$ cat config.mk
export PLATFORM = sky130hd
export DESIGN_NAME = pdc_pll_divider_control
export DESIGN_NICKNAME = d
export VERILOG_FILES = /design/src/pdc_pkg.sv /design/src/pdc_pll_divider_control.sv
export SDC_FILE = /design/constraint.sdc
export NUM_CORES = 1
export LEC_CHECK = 0
export BUFFER_PORTS_ARGS = -buffer_cell sky130_fd_sc_hd__buf_2
export CAP_MARGIN = 0
export CORE_ASPECT_RATIO = 0.9
export CORE_MARGIN = 5
export CORE_UTILIZATION = 30
export DETAILED_ROUTE_END_ITERATION = 7
export SLEW_MARGIN = 20
export SYNTH_ARGS = -nofsm -noshare
export SYNTH_HDL_FRONTEND = slang
export SYNTH_SLANG_ARGS = --single-unit
$ cat constraint.sdc
create_clock -name pclk -period 1.35 [get_ports pclk]
set_input_delay 0.135 -clock pclk [delete_from_list [all_inputs] [get_ports pclk]]
set_output_delay 0.135 -clock pclk [all_outputs]
set_load 0.01 [all_outputs]
$ cat src/pdc_pkg.sv
// package for the pll divider control block
package pdc_pkg;

	// register indices as printed; byte address is four times the index
	localparam logic [7:0]  PDC_IDX_CONTROL     = 8'hE9;
	localparam logic [7:0]  PDC_IDX_REF_DIV     = 8'hEE;
	localparam logic [7:0]  PDC_IDX_FB_DIV_HIGH = 8'hEF;
	localparam int          PDC_ADDR_W          = 12;
	localparam logic [11:0] PDC_ADDR_CONTROL    = {2'b00, PDC_IDX_CONTROL, 2'b00};
	localparam logic [11:0] PDC_ADDR_REF_DIV    = {2'b00, PDC_IDX_REF_DIV, 2'b00};
	localparam logic [11:0] PDC_ADDR_FB_HIGH    = {2'b00, PDC_IDX_FB_DIV_HIGH, 2'b00};

	// control register fields
	localparam int          PDC_CTL_LOCK_BIT    = 0;
	localparam int          PDC_CTL_EN_BIT      = 1;
	localparam int          PDC_CTL_RES_BIT     = 3;
	localparam int          PDC_CTL_FBLO_LSB    = 6;
	localparam int          PDC_CTL_FBLO_MSB    = 7;

	// reset values
	localparam logic [7:0]  PDC_CONTROL_RST     = 8'h08;
	localparam logic [7:0]  PDC_REF_DIV_RST     = 8'h00;
	localparam logic [7:0]  PDC_FB_HIGH_RST     = 8'h00;
	localparam logic [31:0] PDC_READ_ZERO       = 32'h0000_0000;

	localparam int          PDC_REF_DIV_W       = 7;
	localparam int          PDC_FB_DIV_W        = 10;

	// signals to the analog core travel together
	typedef struct packed {
		logic                       hold_reset;
		logic                       run_enable;
		logic [PDC_REF_DIV_W-1:0]   ref_div_value;
		logic [PDC_FB_DIV_W-1:0]    fb_div_value;
	} pdc_core_ctl_t;

endpackage : pdc_pkg

$ cat src/pdc_pll_divider_control.sv
// pll control and divider registers behind an apb slave
//
// The implementer's own choice: the APB interface to the registers.
`timescale 1ns/1ps

module pdc_pll_divider_control
	import pdc_pkg::*;
(
	input  wire logic                  pclk,
	input  wire logic                  presetn,
	input  wire logic                  psel,
	input  wire logic                  penable,
	input  wire logic                  pwrite,
	input  wire logic [PDC_ADDR_W-1:0] paddr,
	input  wire logic [31:0]           pwdata,
	input  wire logic [3:0]            pstrb,
	output logic                       pready,
	output logic [31:0]                prdata,
	output logic                       pslverr,
	input  wire logic                  phase_compare_lock_detect,
	output pdc_core_ctl_t              core_ctl
);

	// ------------------------------------------------------------
	// register state
	// ------------------------------------------------------------
	logic       pll_hold_reset;
	logic       pll_run_enable;
	logic [1:0] feedback_div_low_bits;
	logic [PDC_REF_DIV_W-1:0] ref_div_value;
	logic [7:0] pll_feedback_divider_high;
	logic       lock_indicator;

	logic       access;
	logic       wr_ok;
	logic       mapped;
	logic [7:0] control_view;

	// ------------------------------------------------------------
	// decoded selects
	// ------------------------------------------------------------
	logic       sel_control;
	logic       sel_ref_div;
	logic       sel_fb_high;
	logic       rd_setup;

	assign sel_control = (paddr == PDC_ADDR_CONTROL);
	assign sel_ref_div = (paddr == PDC_ADDR_REF_DIV);
	assign sel_fb_high = (paddr == PDC_ADDR_FB_HIGH);
	assign rd_setup    = psel && !penable && !pwrite;

	function automatic logic addr_mapped(input logic [PDC_ADDR_W-1:0] a);
		return (a == PDC_ADDR_CONTROL) || (a == PDC_ADDR_REF_DIV) || (a == PDC_ADDR_FB_HIGH);
	endfunction : addr_mapped

	assign access  = psel && penable;
	assign mapped  = addr_mapped(paddr);
	assign pready  = 1'b1;
	assign pslverr = access && !mapped;
	assign wr_ok   = access && pwrite && mapped && pstrb[0];

	// ------------------------------------------------------------
	// control register
	// ------------------------------------------------------------
	always_ff @(posedge pclk or negedge presetn) begin
		if (!presetn) begin
			pll_hold_reset        <= PDC_CONTROL_RST[PDC_CTL_RES_BIT];
			pll_run_enable        <= PDC_CONTROL_RST[PDC_CTL_EN_BIT];
			feedback_div_low_bits <= PDC_CONTROL_RST[PDC_CTL_FBLO_MSB:PDC_CTL_FBLO_LSB];
		end else if (wr_ok && paddr == PDC_ADDR_CONTROL) begin
			pll_hold_reset        <= pwdata[PDC_CTL_RES_BIT];
			pll_run_enable        <= pwdata[PDC_CTL_EN_BIT];
			feedback_div_low_bits <= pwdata[PDC_CTL_FBLO_MSB:PDC_CTL_FBLO_LSB];
		end
	end

	// ------------------------------------------------------------
	// divider registers
	// ------------------------------------------------------------
	always_ff @(posedge pclk or negedge presetn) begin
		if (!presetn) begin
			ref_div_value <= PDC_REF_DIV_RST[PDC_REF_DIV_W-1:0];
		end else if (wr_ok && paddr == PDC_ADDR_REF_DIV) begin
			ref_div_value <= pwdata[PDC_REF_DIV_W-1:0];
		end
	end

	always_ff @(posedge pclk or negedge presetn) begin
		if (!presetn) begin
			pll_feedback_divider_high <= PDC_FB_HIGH_RST;
		end else if (wr_ok && paddr == PDC_ADDR_FB_HIGH) begin
			pll_feedback_divider_high <= pwdata[7:0];
		end
	end

	// ------------------------------------------------------------
	// lock indicator
	// ------------------------------------------------------------
	// forced low from the cycle after hold or disable is set, so a stale core lock shows for at most one cycle
	always_ff @(posedge pclk or negedge presetn) begin
		if (!presetn) begin
			lock_indicator <= PDC_CONTROL_RST[PDC_CTL_LOCK_BIT];
		end else begin
			lock_indicator <= phase_compare_lock_detect && pll_run_enable && !pll_hold_reset;
		end
	end

	// ------------------------------------------------------------
	// read path
	// ------------------------------------------------------------
	always_comb begin
		control_view = 8'h00;
		control_view[PDC_CTL_FBLO_MSB:PDC_CTL_FBLO_LSB] = feedback_div_low_bits;
		control_view[PDC_CTL_RES_BIT]  = pll_hold_reset;
		control_view[PDC_CTL_EN_BIT]   = pll_run_enable;
		control_view[PDC_CTL_LOCK_BIT] = lock_indicator;
	end

	always_ff @(posedge pclk or negedge presetn) begin
		if (!presetn) begin
			prdata <= PDC_READ_ZERO;
		end else if (psel && !penable && !pwrite) begin
			unique case (paddr)
				PDC_ADDR_CONTROL: prdata <= {24'h00_0000, control_view};
				PDC_ADDR_REF_DIV: prdata <= {25'h000_0000, ref_div_value};
				PDC_ADDR_FB_HIGH: prdata <= {24'h00_0000, pll_feedback_divider_high};
				default:          prdata <= PDC_READ_ZERO;
			endcase
		end
	end

	// ------------------------------------------------------------
	// core control outputs
	// ------------------------------------------------------------
	// the analog comparator sees the divided reference and feedback values
	always_ff @(posedge pclk or negedge presetn) begin
		if (!presetn) begin
			core_ctl <= '{hold_reset: 1'b1, run_enable: 1'b0, ref_div_value: '0, fb_div_value: '0};
		end else begin
			core_ctl.hold_reset    <= pll_hold_reset;
			core_ctl.run_enable    <= pll_run_enable && !pll_hold_reset;
			core_ctl.ref_div_value <= ref_div_value;
			core_ctl.fb_div_value  <= {pll_feedback_divider_high, feedback_div_low_bits};
		end
	end

	// ------------------------------------------------------------
	// assertions
	// ------------------------------------------------------------
	a_lock_gated: assert property (@(posedge pclk) disable iff (!presetn)
		(!pll_run_enable || pll_hold_reset) |=> !lock_indicator)
		else $error("lock shown while pll held or disabled");

	a_lock_follow: assert property (@(posedge pclk) disable iff (!presetn)
		(phase_compare_lock_detect && pll_run_enable && !pll_hold_reset) |=> lock_indicator)
		else $error("lock indicator missed core lock");

	a_res_write: assert property (@(posedge pclk) disable iff (!presetn)
		(wr_ok && paddr == PDC_ADDR_CONTROL) |=> ##1 (core_ctl.hold_reset == $past(pwdata[PDC_CTL_RES_BIT], 2)))
		else $error("hold reset not taken from write");

	a_en_write: assert property (@(posedge pclk) disable iff (!presetn)
		(wr_ok && paddr == PDC_ADDR_CONTROL) |=> (pll_run_enable == $past(pwdata[PDC_CTL_EN_BIT])))
		else $error("run enable not taken from write");

	a_fb_value: assert property (@(posedge pclk) disable iff (!presetn)
		##1 core_ctl.fb_div_value == $past({pll_feedback_divider_high, feedback_div_low_bits}))
		else $error("feedback divider value wrong");

	a_fb_high: assert property (@(posedge pclk) disable iff (!presetn)
		(wr_ok && paddr == PDC_ADDR_FB_HIGH) |=> ##1 (core_ctl.fb_div_value[9] == $past(pwdata[7], 2)))
		else $error("feedback msb not bit 7 of high register");

	a_ref_div: assert property (@(posedge pclk) disable iff (!presetn)
		(wr_ok && paddr == PDC_ADDR_REF_DIV) |=> ##1 (core_ctl.ref_div_value == $past(pwdata[6:0], 2)))
		else $error("reference divider not taken");

	a_rsvd_zero: assert property (@(posedge pclk) disable iff (!presetn)
		(control_view[5:4] == 2'b00) && (control_view[2] == 1'b0))
		else $error("reserved control bits not zero");

	a_reset_read: assert property (@(posedge pclk)
		$rose(presetn) |-> (control_view == PDC_CONTROL_RST) && (ref_div_value == '0))
		else $error("reset values wrong");

	a_lock_reset: assert property (@(posedge pclk)
		$rose(presetn) |-> !lock_indicator)
		else $error("lock set right after reset");

	// ------------------------------------------------------------
	// bus assertions
	// ------------------------------------------------------------
	a_ready_high: assert property (@(posedge pclk) disable iff (!presetn)
		(psel && penable) |-> pready)
		else $error("ready low in access phase");

	a_err_unmapped: assert property (@(posedge pclk) disable iff (!presetn)
		(psel && penable && !mapped) |-> pslverr)
		else $error("no error for unmapped access");

	a_err_mapped: assert property (@(posedge pclk) disable iff (!presetn)
		(psel && penable && mapped) |-> !pslverr)
		else $error("error on mapped access");

	a_read_upper: assert property (@(posedge pclk) disable iff (!presetn)
		prdata[31:8] == 24'h00_0000)
		else $error("upper read bits not zero");

	a_ref_msb_zero: assert property (@(posedge pclk) disable iff (!presetn)
		(rd_setup && sel_ref_div) |=> !prdata[7])
		else $error("reserved reference bit not zero");

	a_ctl_read: assert property (@(posedge pclk) disable iff (!presetn)
		(rd_setup && sel_control) |=> (prdata[7:0] == $past(control_view)))
		else $error("control read data wrong");

	a_fb_read: assert property (@(posedge pclk) disable iff (!presetn)
		(rd_setup && sel_fb_high) |=> (prdata[7:0] == $past(pll_feedback_divider_high)))
		else $error("feedback high read data wrong");

	a_ref_read: assert property (@(posedge pclk) disable iff (!presetn)
		(rd_setup && sel_ref_div) |=> (prdata[6:0] == $past(ref_div_value)))
		else $error("reference read data wrong");

	a_unmapped_read: assert property (@(posedge pclk) disable iff (!presetn)
		(rd_setup && !mapped) |=> (prdata == PDC_READ_ZERO))
		else $error("unmapped read not zero");

	a_prdata_hold: assert property (@(posedge pclk) disable iff (!presetn)
		!rd_setup |=> $stable(prdata))
		else $error("read data changed outside setup");

	// ------------------------------------------------------------
	// register assertions
	// ------------------------------------------------------------
	a_lock_wr_ignored: assert property (@(posedge pclk) disable iff (!presetn)
		(wr_ok && sel_control && !pwdata[0] && phase_compare_lock_detect && pll_run_enable
			&& !pll_hold_reset) |=> lock_indicator)
		else $error("write cleared lock indicator");

	a_hold_keep: assert property (@(posedge pclk) disable iff (!presetn)
		!(wr_ok && sel_control) |=> $stable(pll_hold_reset))
		else $error("hold reset changed without write");

	a_en_keep: assert property (@(posedge pclk) disable iff (!presetn)
		!(wr_ok && sel_control) |=> $stable(pll_run_enable))
		else $error("run enable changed without write");

	a_fblo_write: assert property (@(posedge pclk) disable iff (!presetn)
		(wr_ok && sel_control) |=> (feedback_div_low_bits == $past(pwdata[7:6])))
		else $error("feedback low bits not taken");

	a_fbhi_keep: assert property (@(posedge pclk) disable iff (!presetn)
		!(wr_ok && sel_fb_high) |=> $stable(pll_feedback_divider_high))
		else $error("feedback high changed without write");

	a_ref_keep: assert property (@(posedge pclk) disable iff (!presetn)
		!(wr_ok && sel_ref_div) |=> $stable(ref_div_value))
		else $error("reference changed without write");

	a_strobe_gate: assert property (@(posedge pclk) disable iff (!presetn)
		(access && pwrite && !pstrb[0]) |=> ($stable(ref_div_value) && $stable(pll_feedback_divider_high)
			&& $stable(feedback_div_low_bits)))
		else $error("write landed without byte strobe");

	// ------------------------------------------------------------
	// core assertions
	// ------------------------------------------------------------
	a_core_hold: assert property (@(posedge pclk) disable iff (!presetn)
		1'b1 |=> (core_ctl.hold_reset == $past(pll_hold_reset)))
		else $error("core hold does not follow register");

	a_core_run: assert property (@(posedge pclk) disable iff (!presetn)
		1'b1 |=> (core_ctl.run_enable == $past(pll_run_enable && !pll_hold_reset)))
		else $error("core enable does not follow register");

	a_core_held_off: assert property (@(posedge pclk) disable iff (!presetn)
		core_ctl.hold_reset |-> !core_ctl.run_enable)
		else $error("core enabled while held");

	a_core_ref: assert property (@(posedge pclk) disable iff (!presetn)
		1'b1 |=> (core_ctl.ref_div_value == $past(ref_div_value)))
		else $error("core reference does not follow register");

endmodule : pdc_pll_divider_control

# Word level (Yosys, flattened, before mapping)
# Index checks and enable logic that the tools add are counted.
totals:
  ff_bits: 71
  input_bits: 54
  out_inout_bits: 53
  elab_cells: 34
op_classes:
  n_eq_ne: 3
  n_mux: 1
  reduce_logical: 19
op_table:
  columns: ["cell", "n"]
  rows:
  - ["$eq A12 B10 Y1 const B", 3]
  - ["$pmux W8 S3", 1]
  - ["$logic_and A1 B1 Y1", 13]
  - ["$logic_not A1 Y1", 4]
  - ["$logic_or A1 B1 Y1", 2]

# Logic depth before layout (Yosys ltp)
# Gate-level depths: netlist (run 1).
logic_depth:
  ltp_word: 6
  ltp_mapped: 5
  depth_no_buf: 4

# Worst setup path before layout (run 1)
# No wires, ideal clock.
synth_path:
  path_type: "in2reg"
  start: "input paddr[2]"
  end: "register pll_feedback_divider_high[0]"
  setup_ps: 125
  t_arrival_ps: 1332
  required_time_ps: 1225
  path_slack_ps: -107
  stages: 5
  path_buffers: 1
  cell_sequence: "buf_4 -> inv_1 -> or2_2 -> nor2_2 -> mux2_2"
synth_via:
  elab_chain_cells: 6
  elab_cells_between_ends: 8
  cone_classes: "eq/ne (3); reduce/logical (5)"
synth_rtl:
  columns: ["item", "line", "text"]
  rows:
  - ["from (decl)", "pdc_pll_divider_control.sv:14", "input wire logic [PDC_ADDR_W-1:0] paddr,"]
  - ["$eq A12 B10 Y1", "pdc_pll_divider_control.sv:53", "return (a == PDC_ADDR_CONTROL) || (a == PDC_ADDR_REF_DIV) || (a == PDC_ADDR_FB_HIGH);"]
  - ["$logic_or A1 B1 Y1 (2 in series)", "pdc_pll_divider_control.sv:53", null]
  - ["$logic_and A1 B1 Y1 (2 in series)", "pdc_pll_divider_control.sv:60", "assign wr_ok = access && pwrite && mapped && pstrb[0];"]
  - ["$logic_and A1 B1 Y1 *", "pdc_pll_divider_control.sv:91", "end else if (wr_ok && paddr == PDC_ADDR_FB_HIGH) begin"]
  - ["to (signal assigned)", "pdc_pll_divider_control.sv:92", "pll_feedback_divider_high <= pwdata[7:0];"]
  - ["to (decl)", "pdc_pll_divider_control.sv:31", "logic [7:0] pll_feedback_divider_high;"]
# Every way passes the cells marked *; elsewhere a longest branch is shown, timed or not.
# A chain may end at the register's enable or synchronous reset.

# Final worst setup path (run 1)
layout_path:
  start: "input paddr[0]"
  end: "register ref_div_value[3]"
layout_via:
  elab_chain_cells: 6
  elab_cells_between_ends: 8
  cone_classes: "eq/ne (3); reduce/logical (5)"
layout_rtl:
  columns: ["item", "line", "text"]
  rows:
  - ["$eq A12 B10 Y1 (on tied branches)", "pdc_pll_divider_control.sv:53, pdc_pll_divider_control.sv:83", null]
  - ["$logic_or A1 B1 Y1 (2 in series)", "pdc_pll_divider_control.sv:53", null]
  - ["$logic_and A1 B1 Y1 (2 in series)", "pdc_pll_divider_control.sv:60", null]
  - ["$logic_and A1 B1 Y1 *", "pdc_pll_divider_control.sv:83", "end else if (wr_ok && paddr == PDC_ADDR_REF_DIV) begin"]
  - ["to (signal assigned)", "pdc_pll_divider_control.sv:82", "ref_div_value <= PDC_REF_DIV_RST[PDC_REF_DIV_W-1:0];"]
  - ["to (signal assigned)", "pdc_pll_divider_control.sv:84", "ref_div_value <= pwdata[PDC_REF_DIV_W-1:0];"]
  - ["to (decl)", "pdc_pll_divider_control.sv:30", "logic [PDC_REF_DIV_W-1:0] ref_div_value;"]
# Marked as above.

==> reports/metrics.cfg, run 1 <==
[logic_synthesis]
mappedNetlistArea_mm2 = 0.00200
synth.area.top_cells = dfrtp_1 (56%), buf_4 (9.8%), mux2_2 (6.8%)
synthesis.instances = 149
synth-seq-cells = 47
synth.largest_area_cell = dfrtp_1
synth.yosys.warnings = 0
synth_largest_type_area_fraction = 0.564
synth-seq-area-share = 0.590
post_synth_num_cell_types = 31
syn_area_per_cell_um2 = 13.4

[grt]
groute.usage.overall = 0.107
antenna_violations_before_repair = 0
vias_in_the_first_global_route = 1307
grt_start_max_net_pins = 48
grt_pass1_wl_um = 6670
globalRoute.totalOverflow = 0

[hold_path]
min_delay_path_depth = 2
type_of_the_most_critical_hold_path = input port to flop
hold_path_end = lock_indicator
timing.hold.worst.start = phase_compare_lock_detect

[power]
cellPowerDensity_mw_per_mm2 = 950
share_seq_of_total_power = 0.583
clock_power_share = 0.342
vdd_ir_drop_max_v = 0.000344
switching_portion_of_total_power = 0.238
switching_pwr_uw = 575
p_comb_frac = 0.076
lkg_pwr_uw = 0.00138
p_int_uw = 1840

[timing]
setup_viol = 0
fmax_mhz = 763
fin_hold_ws_ns = 0.0418
final.period_utilization = 0.971
drv_slew = 0
setup_repair_after_global_routing_missed_its_margin = false
finClkSkew_ns = 0.00316
report.final.hold_viol_count = 0
final_period_minus_worst_setup_slack_ns = 1.31

[worst_setup_path]
path_cells = buf_2 > and4bb_2 > nand4_4 > or3_4 > buf_4 > mux2_4
timing.critical_path.slowest_stage_cell = and4bb_2
r2r-end = prdata[3]
crit-reg2reg-launch = ref_div_value[3]
worst-r2r-cell-count = 4
cp_data_required_time_ns = 1.54
crit_path_dat_ns = 1.50
ff_to_ff_setup_slack_ns = 0.36
critical_path_peak_fanout = 3
setup.worst_path.end_class = flop
critical_path.n_buffers_inverters = 2
cpPeakStageDelay_ns = 0.35
crit_path_start_kind = input port
setup.worst_path.class = input port to flop
critPathTopFamily = simple AND/OR/NAND/NOR gates

[route]
initialDrtViolationCount = 33
post_drt_via_cell_ratio = 4.09
post_drt_wl_per_cell_um = 13.8
total_via_count_after_detailed_routing = 1283
first_pass_iters = 4
drc = 0
detail-route-antenna-nets = 0
totalWireLength_um = 4330

[place]
detailedPlacementHpwl_um = 3310
place_inst = 304
detailed_place.area_mm2 = 0.00239
finalWeightedCongestion = 0.787
io_buffers = 54

[clock_tree]
numCtsBuffers = 5
cts_num_sinks = 47
cts.reportedPaths.clkPinSlew_ns = 0.08
cts_max_level = 2
clk_path_buf_depth = 2
clockRootBuffer = clkbuf_8
clock_insertion_delay_worst_skew_ns = 0.30
tritoncts = built

[finish]
most_common_cell_after_layout_fill_and_taps_aside = buf_2
flow.area_growth_from_synthesis_pct = 27.4
fin_cells = 314
antenna_cells_inserted = 0
final_cell_area_mm2 = 0.00254
commonest_cells_after_routing_fill_and_taps_aside = buf_2 (53), dfrtp_1 (45), conb_1 (25)
drive_gt1_frac = 0.496
design.final.nets = 277
post-route-util = 0.391

[floorplan]
io_pins = 107
core_area_mm2 = 0.00652
die_w_um = 96
core.rowCount = 28
design.die.area_mm2 = 0.00839
initial_utilization = 0.306
die_height_um = 87.4

[status]
run_status = finished clean

[job]
cap_violations = 0

==> worst max path at each step <==
stage,from,end,slack (ns),depth (start not counted)
final,paddr[0],ref_div_value[3],0.04,6
after CTS,paddr[1],pslverr,0.0004,6
after floorplan,paddr[2],pll_feedback_divider_high[0],-0.11,5
after detailed placement,paddr[0],feedback_div_low_bits[0],-0.28,5
after global routing,paddr[0],pslverr,0.009,6
after global placement,paddr[0],pll_run_enable,-0.27,5
==> sequential cells by signal, indices dropped and copies added (netlist names) <==
| register | cells |
|---|---|
| core_ctl | 19 |
| feedback_div_low_bits | 2 |
| lock_indicator | 1 |
| pll_feedback_divider_high | 8 |
| pll_hold_reset | 1 |
| pll_run_enable | 1 |
| prdata | 8 |
| ref_div_value | 7 |
==> Yosys cell counts (all sizes together) <==
cell type   n
a21oi       4
and4bb      1
o41ai       1
o31ai       7
nand4       2
nor4        1
o21bai      1
nand2      10
buf        27
mux2       19
dfrtp      45
nand3       1
clkbuf      1
nor2        8
and2        2
conb        2
nor2b       1
dfstp       2
or2         1
mux2i       7
and3b       1
or3         1
nor3        1
a22oi       1
inv         1
and3        1
==> through the flow <==
step | total power [uW] | TNS (ns) | worst slack [ns]
after floorplan | 1560 | -1.75 | -0.107
after global placement | 1610 | -5.13 | -0.267
after detailed placement | 1610 | -5.33 | -0.284
after CTS | 2430 | 0 | 0.000362
after global routing | 2530 | 0 | 0.00851
final | 2420 | 0 | 0.0393
==> per-layer routing <==
metal	vias up	track usage	share of wire
met5	-	0	0
met4	0	0.0388	0.014
met3	8	0.0406	0.065
met2	45	0.167	0.49
met1	620	0.135	0.43
li1	610	-	-
==> logic make-up after synthesis <==
logic type             synth area share
flip-flops                        0.590
buffers and inverters             0.107
AND/OR/NAND/NOR                  0.0953
multiplexers                      0.155
other                           0.00376
AO/OA/AOI/OAI                    0.0482
==> layout make-up <==
cell class,instances,area [um^2]
fillers,672,3970
flip-flops and latches,47,1180
clock buffers,7,76.3
multi-input cells,96,739
clock inverters,1,7.51
inverters,1,3.75
repair buffers,72,427
well taps,90,113
==> timing repair <==
action	in CTS	in global routing
pin swaps	1	2
hold buffers	1	0
hold endpoints to repair	45	0
setup buffers	1	0
gates resized for setup	5	5
setup endpoints to repair	1	8
==> power by group through the flow <==
stage | clock [uW] | sequential [uW] | combinational, uW
after floorplan | 0 | 1440 | 119
after global placement | 0 | 1440 | 172
after detailed placement | 0 | 1440 | 173
after CTS | 845 | 1410 | 180
after global routing | 911 | 1410 | 207
final | 826 | 1410 | 183
(Power assumes the default switching activity.)
==> inputs of run 2 (changes only) <==
Settings changed: CAP_MARGIN 0 to not set, CORE_UTILIZATION 30 to 40, PLACE_DENSITY set to 0.73.
==> reports/metrics.cfg, run 2 (synthesis results as in run 1) <==
[timing]
fin_hold_ws_ns = 0.0310
drv_slew = 0
setup_viol = 0
fmax_mhz = 760
finClkSkew_ns = 0.00913
final.period_utilization = 0.975
report.final.hold_viol_count = 0
final_period_minus_worst_setup_slack_ns = 1.32
setup_repair_after_global_routing_missed_its_margin = false

[hold_path]
timing.hold.worst.start = phase_compare_lock_detect
type_of_the_most_critical_hold_path = input port to flop

[clock_tree]
cts_num_sinks = 47
clock_insertion_delay_worst_skew_ns = 0.30
cts.reportedPaths.clkPinSlew_ns = 0.09
cts_max_level = 2
clk_path_buf_depth = 2
clockRootBuffer = clkbuf_8
numCtsBuffers = 5
tritoncts = built

[grt]
vias_in_the_first_global_route = 1319
antenna_violations_before_repair = 0
globalRoute.totalOverflow = 0
grt_pass1_wl_um = 6620
groute.usage.overall = 0.132
grt_start_max_net_pins = 31

[power]
p_comb_frac = 0.070
share_seq_of_total_power = 0.532
switching_portion_of_total_power = 0.215
p_int_uw = 2080
cellPowerDensity_mw_per_mm2 = 1040
switching_pwr_uw = 570
vdd_ir_drop_max_v = 0.000396
clock_power_share = 0.398
lkg_pwr_uw = 0.00140

[route]
post_drt_via_cell_ratio = 4.40
post_drt_wl_per_cell_um = 14.1
detail_route.wirelength.met1_um = 1720
detail-route-antenna-nets = 0
totalWireLength_um = 4100
total_via_count_after_detailed_routing = 1276
top_layer = met4
met2_length_um = 2010
met3_length_um = 306
initialDrtViolationCount = 34
drc = 0
first_pass_iters = 4

[finish]
commonest_cells_after_routing_fill_and_taps_aside = buf_2 (53), dfrtp_1 (45), conb_1 (25)
number_of_flip_flops_under_the_largest_register_name = 19
largestRegisters = core_ctl (19), pll_feedback_divider_high (8), prdata (8)
design.final.nets = 278
antenna_cells_inserted = 0
most_common_cell_after_layout_fill_and_taps_aside = buf_2
largest-register = core_ctl
post-route-util = 0.526
flow.area_growth_from_synthesis_pct = 27.3
drive_gt1_frac = 0.498
fillerInstances = 444

[place]
io_buffers = 54
finalWeightedCongestion = 0.792
detailedPlacementHpwl_um = 3120

[floorplan]
die_height_um = 77.0
initial_utilization = 0.413
io_pins = 107
design.die.area_mm2 = 0.00651
core_area_mm2 = 0.00483
die_w_um = 84.5
core.rowCount = 24

[worst_setup_path]
crit-reg2reg-launch = pll_feedback_divider_high[3]
crit_path_start_kind = input port
crit_path_dat_ns = 1.50
setup.worst_path.class = input port to flop
critical_path_peak_fanout = 4
cp_data_required_time_ns = 1.54
r2r-end = prdata[3]
startpoint = paddr[0]
ff_to_ff_setup_slack_ns = 0.37
endpoint = ref_div_value[0]
setup.worst_path.end_class = flop
worst-r2r-cell-count = 4

[job]
cap_violations = 0

[status]
run_status = finished clean

## run 2: cell count changes in the layout (fill, tap and decap cells not counted)
cell        before  now
clkbuf_8         5    6
o41ai_2          1    0
or3_4            1    0
clkinv_2         0    1
clkbuf_1         2    0
buf_4           16   17
bufinv_16        0    1
o41ai_1          0    1
or3_1            0    1
clkinvlp_4       1    0
## run 2: timing repair
item	in CTS	in global routing
setup buffers	1	0
pin swaps	1	2
setup endpoints to repair	1	1
gates resized for setup	5	3
hold endpoints to repair	17	0
hold buffers	1	0
## run 2: power by group through the flow
| stage | sequential, uW | combinational (uW) | clock (uW) |
|---|---|---|---|
| after floorplan | 1440 | 119 | 0 |
| after global placement | 1440 | 172 | 0 |
| after detailed placement | 1440 | 173 | 0 |
| after CTS | 1410 | 181 | 1110 |
| after global routing | 1410 | 208 | 1140 |
| final | 1410 | 185 | 1050 |
## run 2: stage by stage
stage | setup WS (ns) | cells | power [uW] | area [um^2] | setup TNS (ns)
after global placement | -0.247 | 280 | 1610 | 2360 | -4.55
after CTS | 0.00687 | 290 | 2700 | 2530 | 0
after detailed placement | -0.275 | 280 | 1610 | 2360 | -4.89
after global routing | 0.0179 | 290 | 2760 | 2540 | 0
final | 0.0339 | 290 | 2650 | 2540 | 0
after floorplan | -0.107 | 172 | 1560 | 2080 | -1.75
## run 2: metal layers
layer  global-route usage  vias up
met4               0.0570        0
met3               0.0514        5
met5                    0        -
met1                0.167      619
met2                0.203       44
li1                     -      608
## run 2: worst min-delay path by stage
stage	to	slack [ns]	cells past startpoint
detailed placement	core_ctl[15]	0.09	1
finish	lock_indicator	0.03	2
global route	lock_indicator	0.02	2
global placement	core_ctl[7]	0.09	1
CTS	lock_indicator	0.01	2
floorplan	core_ctl[0]	-0.16	0
## run 2: worst max-delay path: stages
cell and delay, ns:
buf_2 0.09, and4bb_2 0.35, nand4_4 0.10, or3_1 0.34, buf_4 0.18, mux2_4 0.29
## run 2: final cells by class
class                           count  area, um^2  area share
Clock buffer                        6        82.6      0.0325
Clock inverter                      2        35.0      0.0138
Inverter                            1        3.75     0.00148
Multi-Input combinational cell     96         727       0.286
Sequential cell                    47        1180       0.464
Tap cell                           65        81.3      0.0320
Timing Repair Buffer               73         434       0.171
